File: src/shared/fspc_map.vh
`ifndef FSPC_MAP_VH
`define FSPC_MAP_VH
// Unlock key values
`define FSPC_KEY_FIRST       8'h55
`define FSPC_KEY_SECOND      8'hAA
// Control byte field positions
`define FSPC_CTL_RD_BIT      0
`define FSPC_CTL_WR_BIT      1
`define FSPC_CTL_PROGRAM_ENABLE_BIT    2
`define FSPC_CTL_CALIBRATION_SPACE_SELECT_BIT  6
`define FSPC_CTL_ONE_BIT     7
// Reset values
`define FSPC_ADDR_RST        12'h000
`define FSPC_DATA_RST        14'h0000
// Times
`define FSPC_CLK_HZ          20000000
`define FSPC_HALT_US         4000
`define FSPC_PWRT_US         72000
`define FSPC_HALT_CYC        ((`FSPC_HALT_US * (`FSPC_CLK_HZ / 1000000)))
`define FSPC_PWRT_CYC        ((`FSPC_PWRT_US * (`FSPC_CLK_HZ / 1000000)))
`endif

File: src/verilog/fspc_ctrl.v
`timescale 1ns/1ps
`default_nettype none
`include "fspc_map.vh"
module fspc_ctrl #(
   parameter AW        = 12,
   parameter DW        = 14,
   parameter TW        = 24,
   parameter HALT_CYC  = `FSPC_HALT_CYC,
   parameter PWRT_CYC  = `FSPC_PWRT_CYC,
   parameter [AW-1:0] PROT_LIMIT_0 = 12'h000,
   parameter [AW-1:0] PROT_LIMIT_1 = 12'h400,
   parameter [AW-1:0] PROT_LIMIT_2 = 12'h800
) (
   input  wire          clk,
   input  wire          resetn,
   input  wire          addr_low_we,
   input  wire          addr_high_we,
   input  wire          data_low_we,
   input  wire          data_high_we,
   input  wire          control_we,
   input  wire          unlock_we,
   input  wire [7:0]    wdata,
   input  wire [1:0]    self_protect_range,
   input  wire          code_protect,
   input  wire          ext_prog_mode,
   input  wire          ext_we,
   input  wire [AW-1:0] ext_addr,
   input  wire [DW-1:0] ext_wdata,
   output reg  [7:0]    flash_addr_low,
   output reg  [7:0]    flash_addr_high,
   output reg  [7:0]    flash_data_low,
   output reg  [7:0]    flash_data_high,
   output wire [7:0]    flash_control,
   output wire [7:0]    flash_unlock,
   output wire          program_enable,
   output wire          calibration_space_select,
   output wire          cpu_discard,
   output wire          cpu_stall,
   output reg           arr_rd,
   output reg           arr_test_sel,
   output reg  [AW-1:0] arr_addr,
   input  wire [DW-1:0] arr_rdata,
   output reg           arr_erase,
   output reg           arr_prog,
   output reg  [DW-1:0] arr_wdata,
   output wire          test_access_en
);
   localparam S_IDLE  = 6'b000001;
   localparam S_SETUP = 6'b000010;
   localparam S_ERASE = 6'b000100;
   localparam S_PROG  = 6'b001000;
   localparam S_RESUM = 6'b010000;
   localparam S_PWRT  = 6'b100000;
   reg [5:0]    st_q;
   reg          program_enable_q, cal_q, rd_q, wr_q;
   reg [1:0]    rdpipe_q;
   reg [1:0]    unl_q;
   reg          setup_q;
   reg          erase_blk_q;
   reg [1:0]    pidx_q;
   reg          rlatch_q;
   reg [AW-1:0] base_q;
   wire [AW-1:0] cur_addr = {flash_addr_high[AW-9:0], flash_addr_low};
   wire [DW-1:0] cur_data = {flash_data_high[DW-9:0], flash_data_low};
   wire          tmr_busy, tmr_done;
   reg           tmr_start;
   reg  [TW-1:0] tmr_count;
   wire [DW-1:0] buf_rdata;
   wire          buf_we;
   reg  [1:0]    buf_raddr;
   assign flash_control = {1'b1, cal_q, 3'b000, program_enable_q, wr_q, rd_q};
   assign flash_unlock  = 8'h00;
   assign program_enable = program_enable_q;
   assign calibration_space_select = cal_q;
   assign test_access_en = ~code_protect;
   function prot_hit;
      input [1:0]    rng;
      input [AW-1:0] a;
      begin
         case (rng)
            2'b00:   prot_hit = 1'b1;
            2'b01:   prot_hit = (a < PROT_LIMIT_2);
            2'b10:   prot_hit = (a < PROT_LIMIT_1);
            default: prot_hit = 1'b0;
         endcase
         if (rng == 2'b00 && PROT_LIMIT_0 != {AW{1'b0}}) begin
            prot_hit = (a >= PROT_LIMIT_0);
         end
      end
   endfunction
   wire set_wr = control_we & wdata[`FSPC_CTL_WR_BIT] & ~wr_q;
   wire set_rd = control_we & wdata[`FSPC_CTL_RD_BIT] & ~rd_q;
   wire unlocked = (unl_q == 2'b10);
   wire wr_ok = set_wr & unlocked & program_enable_q & ~cal_q & st_q[0]
                & ~prot_hit(self_protect_range, cur_addr);
   wire is_last = (cur_addr[1:0] == 2'b11);
   assign buf_we = wr_ok;
   assign cpu_discard = rdpipe_q[1];
   assign cpu_stall = ~st_q[0] & ~st_q[5];
   fspc_buf #(
      .DW    (DW),
      .AW    (2)
   ) u_buf (
      .clk   (clk),
      .we    (buf_we),
      .waddr (cur_addr[1:0]),
      .wdata (cur_data),
      .raddr (buf_raddr),
      .rdata (buf_rdata)
   );
   fspc_timer #(
      .W     (TW)
   ) u_tmr (
      .clk    (clk),
      .resetn (resetn),
      .start  (tmr_start),
      .count  (tmr_count),
      .busy   (tmr_busy),
      .done   (tmr_done)
   );
   always @* begin
      buf_raddr = pidx_q;
      tmr_start = 1'b0;
      tmr_count = HALT_CYC[TW-1:0];
      // Registered buffer read: fetch one slot ahead while programming
      if (st_q[3]) begin
         buf_raddr = pidx_q + 2'b01;
      end
      if (st_q[5] && !rlatch_q) begin
         tmr_start = 1'b1;
         tmr_count = PWRT_CYC[TW-1:0];
      end
      if (st_q[0] && wr_ok && is_last) begin
         tmr_start = 1'b1;
      end
   end
   always @(posedge clk) begin
      if (!resetn) begin
         st_q            <= S_PWRT;
         program_enable_q          <= 1'b0;
         cal_q           <= 1'b0;
         rd_q            <= 1'b0;
         wr_q            <= 1'b0;
         rdpipe_q        <= 2'b00;
         unl_q           <= 2'b00;
         setup_q         <= 1'b0;
         erase_blk_q     <= 1'b0;
         pidx_q          <= 2'b00;
         rlatch_q        <= 1'b0;
         base_q          <= `FSPC_ADDR_RST;
         flash_addr_low  <= 8'h00;
         flash_addr_high <= 8'h00;
         flash_data_low  <= 8'h00;
         flash_data_high <= 8'h00;
         arr_rd          <= 1'b0;
         arr_test_sel    <= 1'b0;
         arr_addr        <= `FSPC_ADDR_RST;
         arr_erase       <= 1'b0;
         arr_prog        <= 1'b0;
         arr_wdata       <= `FSPC_DATA_RST;
      end else begin
         arr_rd    <= 1'b0;
         arr_erase <= 1'b0;
         arr_prog  <= 1'b0;
         rlatch_q  <= 1'b0;
         if (addr_low_we) begin
            flash_addr_low <= wdata;
         end
         if (addr_high_we) begin
            flash_addr_high <= {{(16-AW){1'b0}}, wdata[AW-9:0]};
         end
         if (data_low_we) begin
            flash_data_low <= wdata;
         end
         if (data_high_we) begin
            flash_data_high <= {{(16-DW){1'b0}}, wdata[DW-9:0]};
         end
         if (control_we) begin
            program_enable_q <= wdata[`FSPC_CTL_PROGRAM_ENABLE_BIT];
            cal_q  <= wdata[`FSPC_CTL_CALIBRATION_SPACE_SELECT_BIT];
         end
         if (unlock_we) begin
            if (wdata == `FSPC_KEY_FIRST) begin
               unl_q <= 2'b01;
            end else if (wdata == `FSPC_KEY_SECOND && unl_q == 2'b01) begin
               unl_q <= 2'b10;
            end else begin
               unl_q <= 2'b00;
            end
         end else if (control_we || addr_low_we || addr_high_we || data_low_we || data_high_we) begin
            unl_q <= 2'b00;
         end
         rdpipe_q <= {rdpipe_q[0], set_rd};
         if (set_rd) begin
            rd_q <= 1'b1;
         end
         if (rdpipe_q[0]) begin
            arr_rd       <= 1'b1;
            arr_addr     <= cur_addr;
            arr_test_sel <= cal_q & ~code_protect;
         end
         if (rdpipe_q[1]) begin
            rd_q            <= 1'b0;
            flash_data_low  <= arr_rdata[7:0];
            flash_data_high <= {{(16-DW){1'b0}}, arr_rdata[DW-1:8]};
         end
         if (ext_prog_mode && ext_we && !code_protect) begin
            arr_prog  <= 1'b1;
            arr_addr  <= ext_addr;
            arr_wdata <= ext_wdata;
         end
         case (st_q)
            S_PWRT: begin
               rlatch_q <= 1'b1;
               if (rlatch_q && !tmr_busy) begin
                  st_q <= S_IDLE;
               end
            end
            S_IDLE: begin
               if (wr_ok && is_last) begin
                  wr_q        <= 1'b1;
                  st_q        <= S_SETUP;
                  setup_q     <= 1'b0;
                  erase_blk_q <= (cur_addr[3:2] == 2'b00);
                  base_q      <= {cur_addr[AW-1:2], 2'b00};
                  pidx_q      <= 2'b00;
               end
               if (wr_ok) begin
                  unl_q <= 2'b00;
               end
            end
            S_SETUP: begin
               setup_q <= 1'b1;
               if (setup_q) begin
                  st_q <= S_ERASE;
                  if (erase_blk_q) begin
                     arr_erase <= 1'b1;
                     arr_addr  <= {base_q[AW-1:4], 4'h0};
                  end
               end
            end
            S_ERASE: begin
               st_q <= S_PROG;
            end
            S_PROG: begin
               arr_prog  <= 1'b1;
               arr_addr  <= {base_q[AW-1:2], pidx_q};
               arr_wdata <= buf_rdata;
               pidx_q    <= pidx_q + 2'b01;
               if (pidx_q == 2'b11) begin
                  st_q <= S_RESUM;
               end
            end
            S_RESUM: begin
               if (tmr_done || !tmr_busy) begin
                  wr_q <= 1'b0;
                  st_q <= S_IDLE;
               end
            end
            default: begin
               st_q <= S_IDLE;
            end
         endcase
      end
   end
endmodule
`default_nettype wire

File: src/verilog/fspc_buf.v
`timescale 1ns/1ps
`default_nettype none
module fspc_buf #(
   parameter DW = 14,
   parameter AW = 2
) (
   input  wire          clk,
   input  wire          we,
   input  wire [AW-1:0] waddr,
   input  wire [DW-1:0] wdata,
   input  wire [AW-1:0] raddr,
   output reg  [DW-1:0] rdata
);
   reg [DW-1:0] mem [0:(1<<AW)-1];
   always @(posedge clk) begin
      if (we) begin
         mem[waddr] <= wdata;
      end
      rdata <= mem[raddr];
   end
endmodule
`default_nettype wire

File: src/verilog/fspc_timer.v
`timescale 1ns/1ps
`default_nettype none
module fspc_timer #(
   parameter W = 24
) (
   input  wire         clk,
   input  wire         resetn,
   input  wire         start,
   input  wire [W-1:0] count,
   output wire         busy,
   output reg          done
);
   reg [W-1:0] cnt_q;
   assign busy = (cnt_q != {W{1'b0}});
   always @(posedge clk) begin
      if (!resetn) begin
         cnt_q <= {W{1'b0}};
         done  <= 1'b0;
      end else begin
         done <= 1'b0;
         if (start) begin
            cnt_q <= count;
         end else if (busy) begin
            cnt_q <= cnt_q - {{(W-1){1'b0}}, 1'b1};
            if (cnt_q == {{(W-1){1'b0}}, 1'b1}) begin
               done <= 1'b1;
            end
         end
      end
   end
endmodule
`default_nettype wire

File: config.mk
export PLATFORM = sky130hd
export DESIGN_NAME = fspc_ctrl
export DESIGN_NICKNAME = d
export VERILOG_FILES = /design/src/verilog/fspc_ctrl.v /design/src/verilog/fspc_buf.v /design/src/verilog/fspc_timer.v
export VERILOG_INCLUDE_DIRS = /design/src /design/src/shared
export SDC_FILE = /design/constraint.sdc
export NUM_CORES = 1
export LEC_CHECK = 0
export BUFFER_PORTS_ARGS = -buffer_cell sky130_fd_sc_hd__buf_2
export CORE_MARGIN = 5
export CORE_UTILIZATION = 55
export CTS_CLUSTER_DIAMETER = 50
export DETAILED_ROUTE_END_ITERATION = 16
export PLACE_DENSITY = 0.85
export SYNTH_ARGS = -nofsm -noshare
export SYNTH_HDL_FRONTEND = slang
export SYNTH_SLANG_ARGS = --single-unit
File: constraint.sdc
create_clock -name clk -period 3.21 [get_ports clk]
set_input_delay 0.1605 -clock clk [delete_from_list [all_inputs] [get_ports clk]]
set_output_delay 0.1605 -clock clk [all_outputs]
set_load 0.005 [all_outputs]
Word-level counts from Yosys, hierarchy flattened
Memories as Yosys holds them, arrays and structs flattened. A register that Yosys moved wholly into a read port is not among the register bits.
Index checks and enable logic that the tools add are counted.
W data, S select, Z words.
{"block": "classes", "n_addsub": 2, "magnitude_cmp": 2, "eq_ne": 20, "muxes": 45, "bitwise_logic": 20, "n_reduce_logical": 34}
{"op": "$mux W12", "n": 4}
{"op": "$mux W24", "n": 2}
{"op": "$mux W6", "n": 7}
{"op": "$pmux W6 S6", "n": 1}
{"op": "$mux W14", "n": 2}
{"op": "$eq A24 B1 Y1 const B", "n": 1}
{"op": "$pmux W12 S2", "n": 1}
{"op": "$reduce_bool A24 Y1", "n": 1}
{"op": "$sub A24 B1 Y24 const B", "n": 1}
{"op": "$mux W21", "n": 1}
{"op": "$mux W2", "n": 8}
{"op": "$mux W8", "n": 2}
{"op": "$reduce_bool A2 Y1", "n": 7}
{"op": "$mux W1", "n": 13}
{"op": "$lt A12 B11 Y1 const B", "n": 1}
{"op": "$lt A12 B12 Y1 const B", "n": 1}
{"op": "$and A1 B1 Y1", "n": 11}
{"op": "$ne A2 B2 Y1 const B", "n": 5}
{"op": "$not A1 Y1", "n": 9}
{"op": "$eq A2 B2 Y1 const B", "n": 4}
{"op": "$eq A8 B7 Y1 const B", "n": 1}
{"op": "$eq A8 B8 Y1 const B", "n": 1}
{"op": "$logic_and A1 B1 Y1", "n": 8}
{"op": "$eq A6 B1 Y1 const B", "n": 1}
{"op": "18 further kinds", "n": 30}
{"block": "word_totals", "regBits": 110, "mem_bits_rw": 56, "out_inout_bits": 83, "elab_cells": 148, "n_memories": 1}
{"name": "u_buf.mem", "depth": 4, "word_bits": 14, "rd": 1, "rd_ports_with_merged_regs": 1, "write_ports": 1, "line_no": "fspc_buf.v:14", "rtl": "reg [DW-1:0] mem [0:(1<<AW)-1];"}

Depth between registers and ports, before layout
Gate-level depths: netlist of the first run.
{"block": "depth", "word_depth": 11, "depth_mapped": 8, "mapped_depth_nobuf": 7}

Modules after synthesis
A second synthesis of the first run with hierarchy kept.
{"block": "hier_totals", "hier_cells": 719, "area_unflattened_um2": 7817.5}
{"mod": "fspc_ctrl", "instances": 1, "cells_per_inst": 452, "area_each_um2": 3993.8, "seq_area_each_um2": 1681.6}
{"mod": "fspc_buf", "instances": 1, "cells_per_inst": 91, "area_each_um2": 2359.8, "seq_area_each_um2": 1961.9}
{"mod": "fspc_timer", "instances": 1, "cells_per_inst": 176, "area_each_um2": 1463.9, "seq_area_each_um2": 500.5}

Worst setup path before layout of the first run
OpenSTA, ideal clock, no wires.
{"block": "synth_path", "path_kind": "register to register", "start": "reg st_q[0]", "end": "mem u_buf.mem[0][0] (enable)", "arrival_time_ns": 2.262, "setup_slack_ns": 0.542, "path_stages_with_launch": 4, "n_path_buf": 0, "path_cell_list": "dfxtp_1 > nand4b_1 > nor4_1 > nor3b_1"}
{"block": "synth_between", "elab_chain_len": 4}
{"item": "start: declaration", "line_no": "fspc_ctrl.v:54", "rtl": "reg [5:0] st_q;"}
{"item": "start signal: assignment", "line_no": "fspc_ctrl.v:139", "rtl": "st_q <= S_PWRT;"}
{"item": "start signal: assignment", "line_no": "fspc_ctrl.v:216", "rtl": "st_q <= S_IDLE;"}
{"item": "start signal: assignment", "line_no": "fspc_ctrl.v:222", "rtl": "st_q <= S_SETUP;"}
{"item": "$and A1 B1 Y1", "line_no": "fspc_ctrl.v:94", "rtl": "wire wr_ok = set_wr & unlocked & program_enable_q & ~cal_q & st_q[0]"}
{"item": "$and A1 B1 Y1", "line_no": "fspc_ctrl.v:95", "rtl": "& ~prot_hit(self_protect_range, cur_addr);"}
{"item": "$mux W1", "line_no": "fspc_buf.v:16", "rtl": "if (we) begin"}
{"item": "$mux W1 (not written as such)", "line_no": "fspc_buf.v:17", "rtl": "mem[waddr] <= wdata;"}
{"item": "end: declaration", "line_no": "fspc_buf.v:14"}
No other way between the ends.

Worst setup path after layout of the first run
{"block": "layout_path", "start": "reg u_tmr.cnt_q[0]", "end": "reg u_tmr.cnt_q[11]"}
{"block": "layout_between", "elab_chain_len": 3, "elab_cells_between_ends": 5, "cone_classes": "add/sub: 1; mux: 2; reduce/logical: 2"}
{"item": "start: declaration", "line_no": "fspc_timer.v:13", "rtl": "reg [W-1:0] cnt_q;"}
{"item": "start signal: assignment", "line_no": "fspc_timer.v:17", "rtl": "cnt_q <= {W{1'b0}};"}
{"item": "start signal: assignment", "line_no": "fspc_timer.v:22", "rtl": "cnt_q <= count;"}
{"item": "start signal: assignment", "line_no": "fspc_timer.v:24", "rtl": "cnt_q <= cnt_q - {{(W-1){1'b0}}, 1'b1};"}
{"item": "$sub A24 B1 Y24", "line_no": "fspc_timer.v:24"}
{"item": "$mux W24", "line_no": "fspc_timer.v:23", "rtl": "end else if (busy) begin"}
{"item": "$mux W24", "line_no": "fspc_timer.v:21", "rtl": "if (start) begin"}
Several ways; a longest one is shown, not always the timed one. The select of a mux whose other input is x is not followed.
A chain may end at the register's enable or synchronous reset.

==> results of run 1 <==
worst reg2reg max path, stage by stage, from the launching register on:
cell,delay (ns)
dfxtp_1,0.37
inv_1,0.12
ha_1,0.17
nor4b_1,0.33
nand4b_1,0.21
o21ai_0,0.78
buf_4,0.28
or4_1,0.11
a31oi_1,0.07
metal layers:
layer | vias to the layer above | wire length, um | share of wire | track usage
met2 | 256 | 8540 | 0.47 | 0.362
met5 | - | 0 | 0 | 0
met1 | 2768 | 7820 | 0.43 | 0.304
li1 | 2733 | - | - | -
met4 | 0 | 470 | 0.026 | 0.0934
met3 | 36 | 1440 | 0.079 | 0.0551
registers in the layout, summed over array words and instances (netlist names), 4 cells and up:
name             flops
flash_data_low       8
u_tmr.cnt_q         24
u_buf.rdata         14
flash_data_high      6
st_q                 6
flash_addr_low       8
flash_addr_high      4
u_buf.mem           56
arr_wdata           14
base_q              10
arr_addr            12
power groups by stage:
stage / logic, uW / registers, uW / clock network [uW]
3_3_place_gp: 890 / 2690 / 0
2_1_floorplan: 701 / 2650 / 0
3_5_place_dp: 907 / 2700 / 0
4_1_cts: 933 / 2650 / 2110
6_report: 942 / 2660 / 2080
5_1_grt: 1050 / 2680 / 2210
how the worst min path moves through the flow:
stage / from / to / depth (start not counted)
3_5_place_dp: arr_rdata[13] / flash_data_high[5] / 3
4_1_cts: unlock_we / unl_q[0] / 3
3_3_place_gp: arr_rdata[4] / flash_data_low[4] / 3
6_report: unlock_we / unl_q[0] / 3
5_1_grt: code_protect / arr_test_sel / 4
2_1_floorplan: wdata[0] / rdpipe_q[0] / 2
logic make-up after synthesis:
kind of cell,Yosys count
XOR/XNOR,9
adder cells (fa/ha/maj),4
other,2
flip-flops,179
buffers and inverters,68
AO/OA/AOI/OAI,107
multiplexers,80
AND/OR/NAND/NOR,244
timing repair:
action,CTS,global route
endpoints found under the hold margin,14,0
hold buffers,14,0
setup endpoints to repair,0,0
layout make-up:
type	instances	area, sq um
multi-input combinational	462	3140
inverter	5	18.8
tap	176	220
timing repair buffer	149	841
clock inverter	12	156
sequential	179	4140
clock buffer	20	437
fill	998	4390
Yosys cell counts, drive strengths merged, types with 2 or more instances:
library cell,n,area share
nor4b,2,0.0023
a211oi,15,0.015
or4b,2,0.0026
o21ai,8,0.0053
nor4bb,2,0.0026
nand3b,7,0.0069
or2,3,0.0025
and3,2,0.0017
inv,5,0.0025
a21oi,46,0.030
and3b,4,0.0046
clkbuf,29,0.014
dfxtp,123,0.33
mux2i,66,0.087
ha,4,0.0066
a31oi,5,0.0041
nor3b,2,0.0020
o41ai,2,0.0023
o2111ai,2,0.0023
a22oi,4,0.0040
nor4,11,0.015
edfxtp,56,0.22
xnor2,3,0.0035
or4,11,0.011
nor3,17,0.011
mux4,14,0.042
and2,6,0.0050
buf,34,0.030
nand4b,4,0.0046
nor2b,3,0.0025
nand2b,7,0.0058
nand2,38,0.019
nand3,12,0.010
o31ai,7,0.0069
nor2,98,0.049
o211ai,12,0.012
nand4,5,0.0041
or3,5,0.0041
conb,2,0.00099
xor2,6,0.0069
per-stage QoR:
stage,worst slack (ns),utilization
finish,0.632,0.671
global route,0.275,0.671
CTS,0.687,0.671
detailed placement,0.729,0.616
global placement,0.780,0.616
floorplan,0.542,-
layout by cell type, fill, tap and decap left out, types with 11 or more instances in the layout:
master,n
or4_1,11
dfxtp_1,123
mux4_2,14
nor2_1,98
nand2_1,38
nor3_1,17
a21oi_1,46
dlygate4sd3_1,14
clkbuf_16,17
edfxtp_1,56
buf_2,125
mux2i_1,66
a211oi_1,15
o211ai_1,12
conb_1,18
==> impl_results.md, run 1 <==
* R2R depth at 8
* WP data required at 3.48 ns
* Critical path arrival at 2.85 ns
* Mean post-synth cell area at 10.9 sq um
* Simple-gate share of the synthesized area at 0.170
* Die height at 127 um
* Seq cells post-synth at 179
* Design Area, Final at 8960 sq um
* Die width at 127 um
* Pwr dens at 634 nW/um^2
* Status: finished clean
* Slowest CP cell: o21ai_0
* Iteration-0 DRC Markers at 409
* Via count at 5,793
* Crit share post-route at 0.803
* Delay-heaviest family, CP: compound AO/OA/AOI/OAI gates
* Critical path's largest stage delay at 0.78 ns
* Post-synth cell types at 57
* Row cnt at 42
* Final hold slack at 0.0293 ns
* Xor/xnor share of the synthesized area at 0.0104
* CP startpoint: u_tmr.cnt_q[0]
* Mapped Area at 7570 sq um
* Worst path buffer plus inverter count at 2
* Critical Path End Type: flop
* Skew-Pair Late Insertion Delay at 0.43 ns
* Highest clock rate at 388 MHz
* Diodes inserted at 0
* Clk pwr share at 0.366
* Maximum vdd drop at 0.402 mV
* Routed Antenna Nets at 0
* CTS tree: built
* Die area at 16,200 sq um
* H-tree depth at 4
* Clock skew at 0.00879 ns
* Post-synthesis mux area share at 0.129
* Cell Area, Placed at 8230 sq um
* Initial antenna violation count at 0
* Starting Density at 0.567
* All-Layer GR Usage at 0.229
* Flop pwr share at 0.468
* Placer Congestion at 0.894
* Number of global-route vias before repair at 5,643
* RR Startpoint: u_tmr.cnt_q[0]
* Buffers on Ports at 125
* Placed Instances at 957
* Worst-path cell chain: inv_1 > ha_1 > nor4b_1 > nand4b_1 > o21ai_0 > buf_4 > or4_1 > a31oi_1
* Critical path fanouts, max at 9
* Combinational fraction of design power at 0.166
* Largest family of logic cells by synthesized area: simple AND/OR/NAND/NOR gates
* Slew @ Worst Pin at 0.968 ns
* Setup TNS at 0 ns
* Synth Instances at 693
* Setup Buffers After CTS at 0
* Clk pin slew, worst setup/hold paths at 0.07 ns
* Overall power at 5680 uW
* CTS buffer count at 17
* Final Max Tran Viols at 0
* Via density per instance at 5.78
* Final #Nets at 879
* Slew headroom at 0.353
* Psw at 1590 uW
* # DRC at 0
* 1st-pass router iterations at 5
* Final worst path period need at 2.58 ns
* Crit path capture: u_tmr.cnt_q[11]
* Grt total ovfl at 0
* Final setup vio count at 0
* Share of post-route cells with drive strength above 1 at 0.227
* RSZ-0062 raised after global routing: false
* Yosys warns at 0
* Final HPWL DP at 12,200 um
* Async SR Flop Fraction at 0
* Seq/Total Area, Yosys at 0.548
* Post-CTS sizing at 0
* Total stage count of the critical path at 8
* Pint at 4100 uW
* MaxCap Viol Count at 0
* Syn-to-layout area delta at 18.4%
* I/O pin cnt at 144
* Leakage at 0.00379 uW
* Clk sinks at 179
* Non-filler cells in the finished layout at 1,003
* Core area at 13,300 sq um
* Routed WL at 18,300 um
* Wire per inst at 18.2 um
* Worst hold path class: input pin to flop
* Root Buffer: clkbuf_16
* Largest net degree at the start of global routing at 45
* Ys flop type: dfxtp_1
* CP Class: flop to flop
* Switching share of power at 0.279
* Synth Area in Compound Gates at 0.0888
* CP startpoint kind: flop
* RR Endpoint: u_tmr.cnt_q[11]
* Hold Fails Final Rpt at 0
* First-pass GRT wire length at 29,300 um
* R2R Setup Slk at 0.63 ns
* Post-synth EDFFs at 56
* Synth Area in Adders at 0.00661
* Clock tree buffer depth at 2
No activity file was read; power rests on OpenSTA's default activity.
==> run 2: changes to the inputs <==
- clock period: 3.21 -> 2.6 ns (I/O delays scaled with it)
==> run 2 against run 1 <==
Non-clock buffer count increased by 8. Clock-buffer cell count decreased by 2. Flip-flop and latch count unchanged. Worst hold slack got worse by 0.015 ns. Fmax increased by 12%.
==> impl_results.md, run 2 (same netlist as run 1, synthesis figures left out) <==
* Status: finished clean
* Setup TNS at 0 ns
* Final setup vio count at 0
* Skew-Pair Late Insertion Delay at 0.43 ns
* Buffers on Ports at 125
* Initial antenna violation count at 0
* Combinational fraction of design power at 0.167
* Die area at 16,200 sq um
* Pwr dens at 792 nW/um^2
* Largest register FFs at 56
* Largest net degree at the start of global routing at 59
* H-tree depth at 4
* Iteration-0 DRC Markers at 366
* Critical Path End Type: flop
* Clk sinks at 179
* Most frequent cells in the layout: buf_2 (125), dfxtp_1 (123), nor2_1 (98)
* Crit share post-route at 0.888
* CP startpoint kind: flop
* Number of global-route vias before repair at 5,725
* Routed Antenna Nets at 0
* Maximum vdd drop at 0.479 mV
* Critical path fanouts, max at 13
* Share of post-route cells with drive strength above 1 at 0.237
* R2R depth at 5
* Final Max Tran Viols at 0
* Final #Nets at 887
* 1st-pass router iterations at 5
* Final worst path period need at 2.31 ns
* RR Startpoint: u_tmr.cnt_q[12]
* Largest regs: u_buf.mem x56, u_tmr.cnt_q x24
* MaxCap Viol Count at 0
* Worst min-delay path startpoint: unlock_we
* RR Endpoint: st_q[1]
* Via count at 5,868
* Syn-to-layout area delta at 19.9%
* Worst hold path class: input pin to flop
* Row cnt at 42
* WP data required at 2.93 ns
* Clock skew at 0.00873 ns
* Leakage at 0.00386 uW
* Clk pin slew, worst setup/hold paths at 0.06 ns
* Die width at 127 um
* Routed WL at 18,200 um
* I/O pin cnt at 144
* Via density per instance at 5.80
* Clock tree buffer depth at 2
* Switching share of power at 0.279
* R2R Setup Slk at 0.29 ns
* # DRC at 0
* Core area at 13,300 sq um
* Clk pwr share at 0.377
* Slew @ Worst Pin at 1.02 ns
* Root Buffer: clkbuf_16
* First-pass GRT wire length at 29,200 um
* Pint at 5190 uW
* Highest clock rate at 433 MHz
* CTS tree: built
* All-Layer GR Usage at 0.227
* Critical path arrival at 2.64 ns
* CTS buffer count at 17
* Largest Register: u_buf.mem
* Diodes inserted at 0
* Die height at 127 um
* Flop pwr share at 0.457
* CP startpoint: u_tmr.cnt_q[12]
* RSZ-0062 raised after global routing: false
* Psw at 2000 uW
* Final HPWL DP at 12,300 um
* Hold Fails Final Rpt at 0
* Design Area, Final at 9080 sq um
* Commonest non-fill, non-tap cell in the layout: buf_2
* Placer Congestion at 0.880
* Cell Area, Placed at 8290 sq um
* Setup Buffers After CTS at 0
* Final core occ at 0.680
* CP Class: flop to flop
* Final hold slack at 0.0145 ns
* Fillers at 997
* Grt total ovfl at 0
* Crit path capture: st_q[1]
* Slew headroom at 0.319
* Starting Density at 0.567
* Wire per inst at 18.0 um
==> run 2: cell count changes in the layout (fill, tap and decap cells not counted), sizes merged <==
cell / before / now
bufinv: 3 / 4
clkbuf: 20 / 18
inv: 7 / 8
clkinv: 5 / 6
dlygate4sd3: 14 / 15
clkinvlp: 2 / 1
buf: 135 / 142
==> run 2: power groups by stage <==
stage	clock, uW	sequential (uW)	combinational [uW]
after floorplan	0	3270	865
after global placement	0	3320	1120
after detailed placement	0	3330	1150
after CTS	2740	3280	1180
after global routing	2870	3310	1310
final	2710	3280	1200
==> run 2: through the flow <==
step / instances / setup WS, ns / power, uW
4_1_cts: 1011 / 0.334 / 7190
3_5_place_dp: 964 / 0.370 / 4480
2_1_floorplan: 709 / 0.404 / 4140
6_report: 1011 / 0.291 / 7190
5_1_grt: 1011 / 0.0551 / 7490
3_3_place_gp: 964 / 0.489 / 4440
==> run 2: area by class of cell <==
| class | instances | area (sq um) | share of cell area |
|---|---|---|---|
| Sequential cell | 179 | 4140 | 0.457 |
| Multi-Input combinational cell | 462 | 3140 | 0.346 |
| Timing Repair Buffer | 157 | 916 | 0.101 |
| Clock buffer | 18 | 429 | 0.0473 |
| Tap cell | 176 | 220 | 0.0243 |
| Clock inverter | 14 | 205 | 0.0226 |
| Inverter | 5 | 18.8 | 0.00207 |
==> run 2: metal layers <==
metal / share of wire / vias up / track usage / wire, um
met3: 0.081 / 31 / 0.0497 / 1480
li1: - / 2753 / - / -
met2: 0.49 / 288 / 0.377 / 8860
met4: 0.022 / 0 / 0.0808 / 393
met5: 0 / - / 0 / 0
met1: 0.41 / 2796 / 0.293 / 7510
==> run 2: what timing repair did <==
item                       CTS  global route
setup endpoints to repair    0             0
hold buffers                15             0
resized for setup            0             0
hold endpoints to repair    15             0
==> run 2: how the worst min path moves through the flow <==
| stage | endpoint | slack, ns | cells after the start |
|---|---|---|---|
| floorplan | rdpipe_q[0] | 0.25 | 2 |
| global placement | flash_data_low[4] | 0.36 | 3 |
| detailed placement | flash_data_low[4] | 0.37 | 3 |
| CTS | unl_q[0] | 0.001 | 3 |
| global route | unl_q[0] | 0.01 | 3 |
| finish | unl_q[0] | 0.01 | 3 |
==> run 2: worst max-delay path: stages (launching register included) <==
cell	delay, ns
dfxtp_1	0.33
nor3_1	0.43
nand3_2	0.33
or3_1	0.63
o32a_1	0.28
nor3_1	0.21
==> run 3: changes to the inputs <==
- CORE_MARGIN: 5 -> 8
- CORE_UTILIZATION: 55 -> 56
- PLACE_DENSITY: 0.85 -> 0.86
- SYNTH_HIERARCHICAL: unset -> 1
==> run 3 against run 2 <==
The flow now finishes with violations (negative setup slack). Synthesized cell count grew 3.8%. Clock-buffer cell count is the same. First-iteration DRC count grew 27%.
==> impl_results.md, run 3 <==
* Wire per inst at 18.3 um
* Seq/Total Area, Yosys at 0.530
* Die area at 18,000 sq um
* Highest clock rate at 356 MHz
* Fillers at 973
* Clock skew at 0.0112 ns
* Root Buffer: clkbuf_16
* Slew @ Worst Pin at 1.00 ns
* Diodes inserted at 0
* Hold Fails Final Rpt at 0
* Yosys top cell by area: dfxtp_1
* Leakage at 0.00401 uW
* Clk pin slew, worst setup/hold paths at 0.07 ns
* 1st-pass router iterations at 5
* Synth top cells by count: dfxtp_1 (123), nor2_1 (75), edfxtp_1 (56)
* Multi-input logic area at 3400 sq um
* Number of global-route vias before repair at 6,180
* Design Area, Final at 9530 sq um
* Die width at 134 um
* First-pass GRT wire length at 31,600 um
* CP startpoint: u_tmr/cnt_q[11]
* Iteration-0 DRC Markers at 466
* Mean post-synth cell area at 10.9 sq um
* Async SR Flop Fraction at 0
* MaxCap Viol Count at 0
* Final HPWL DP at 12,900 um
* Final worst setup slack at -0.206 ns
* R2R Setup Slk at -0.21 ns
* Largest regs: u_buf/mem x56, u_tmr/cnt_q x24
* CP startpoint kind: flop
* Clock tree buffer depth at 2
* Final setup vio count at 2
* Skew-Pair Late Insertion Delay at 0.43 ns
* # DRC at 0
* Worst min-delay path startpoint: ext_addr[6]
* Area contributors post-synth: dfxtp_1 (31%), edfxtp_1 (22%), mux2i_1 (7.0%)
* Overall power at 6950 uW
* Via density per instance at 5.69
* RR Startpoint: u_tmr/cnt_q[11]
* R2R depth at 8
* CP Class: flop to flop
* FF/Latch Area at 4150 sq um
* Cell Area, Placed at 8680 sq um
* Clk sinks at 179
* Starting Density at 0.568
* Final hold slack at 0.0109 ns
* CTS buffer count at 17
* Slew headroom at 0.330
* Placer Congestion at 0.877
* RR Endpoint: st_q[4]
* Final Max Tran Viols at 0
* Pwr dens at 729 nW/um^2
* Most frequent cells in the layout: buf_2 (125), dfxtp_1 (122), nor2_1 (75)
* Syn-to-layout area delta at 21.9%
* Status: complete, but fails checks
* Post-synth cell types at 72
* Hold Path Sink: arr_addr[6]
* Maximum vdd drop at 0.591 mV
* Commonest non-fill, non-tap cell in the layout: buf_2
* Crit share post-route at 1.08
* Row cnt at 43
* Routed WL at 19,800 um
* Largest Register: u_buf/mem
* H-tree depth at 4
* Core area at 13,800 sq um
* Die height at 134 um
* Yosys warns at 6
* Ys flop type: dfxtp_1
* Largest net degree at the start of global routing at 40
* Synth Instances at 719
* Critical Path End Type: flop
* Share of the synthesized area in the top cell type at 0.315
* Hold path depth at 3
* Final #Nets at 955
* Failing checks: negative setup slack
* Critical path fanouts, max at 3
* RSZ-0062 raised after global routing: true
* Buffers on Ports at 125
* Final worst path period need at 2.81 ns
* Critical path arrival at 3.17 ns
* Via count at 6,164
* WP data required at 2.96 ns
* Largest register FFs at 56
* Routed Antenna Nets at 0
* Seq cells post-synth at 179
* All-Layer GR Usage at 0.221
* Share of post-route cells with drive strength above 1 at 0.279
* Worst hold path class: input pin to flop
* Count leader, synth: dfxtp_1
* Post-synth EDFFs at 56
* Grt total ovfl at 0
* CTS tree: built
* I/O pin cnt at 144
* Initial antenna violation count at 0
* Mapped Area at 7820 sq um
==> run 3: cell types whose count changed after synthesis, sizes merged, moves of 5 or more <==
cell / change
a21oi: -6
xnor2: +8
nor2: -22
inv: +6
nand2: +13
mux2i: -11
or4: -6
nand3: +9
or3: +8
o21ai: +26
clkbuf: -5
nand4: -5
buf: +9
==> run 3: worst max-delay path by stage <==
stage / endpoint / slack (ns) / cells after the start
global route: st_q[4] / -0.25 / 8
floorplan: st_q[4] / -0.20 / 9
detailed placement: st_q[4] / -0.16 / 8
finish: st_q[4] / -0.21 / 8
global placement: st_q[4] / -0.13 / 8
CTS: st_q[4] / -0.19 / 8
==> run 3: cell families (layout without fill, tap and decap cells) <==
family | after synthesis | after routing | share of synthesized area
muxes | 70 | 70 | 0.114
xor gates and xnor gates | 13 | 13 | 0.0146
buffers and inverters | 78 | 228 | 0.0575
AOI/OAI and AO/OA | 130 | 130 | 0.113
adders and majority gates | 4 | 4 | 0.00640
other | 2 | 36 | 0.000961
DFF | 179 | 179 | 0.530
and+or+nand+nor | 243 | 243 | 0.163
==> run 3: critical path: stages (launching register included) <==
cell	delay [ns]
dfxtp_2	0.32
or4_4	0.52
or4b_4	0.50
or3_4	0.36
nand2b_4	0.15
a22o_1	0.22
a22o_1	0.21
or3_1	0.32
a21oi_2	0.13
==> run 3: per-layer routing <==
metal,part of all wire,vias up,wire length [um],track usage
met5,0,-,0,0
met4,0.021,0,426,0.0867
met3,0.081,41,1600,0.0639
met2,0.49,299,9740,0.366
met1,0.41,2915,8070,0.265
li1,-,2909,-,-
==> run 3: where the power goes <==
part | switching (uW) | internal [uW]
clock network | 1180 | 1370
logic | 638 | 551
registers | 173 | 3030
==> run 3: what timing repair did <==
action                                  4_1_cts  5_1_grt
gates resized for setup                       2        3
setup buffers                                 2        1
endpoints found under the hold margin        20        0
pin swaps                                     2        2
hold buffers                                 21        0
endpoints found under the setup margin        2        3
==> run 3: final cells by class <==
type | count | share of cell area
inverters | 11 | 0.00433
repair buffers | 185 | 0.118
clock buffers | 18 | 0.0450
clock inverters | 14 | 0.0173
flip-flops and latches | 179 | 0.435
multi-input cells | 496 | 0.356
well taps | 180 | 0.0236
==> run 3: through the flow <==
stage | setup WS (ns) | setup TNS, ns | utilization | std cells
after floorplan | -0.204 | -0.230 | - | 753
after global placement | -0.125 | -0.125 | 0.630 | 1027
after detailed placement | -0.155 | -0.158 | 0.630 | 1027
after CTS | -0.189 | -0.354 | 0.690 | 1082
after global routing | -0.250 | -0.406 | 0.692 | 1083
final | -0.206 | -0.311 | 0.692 | 1083
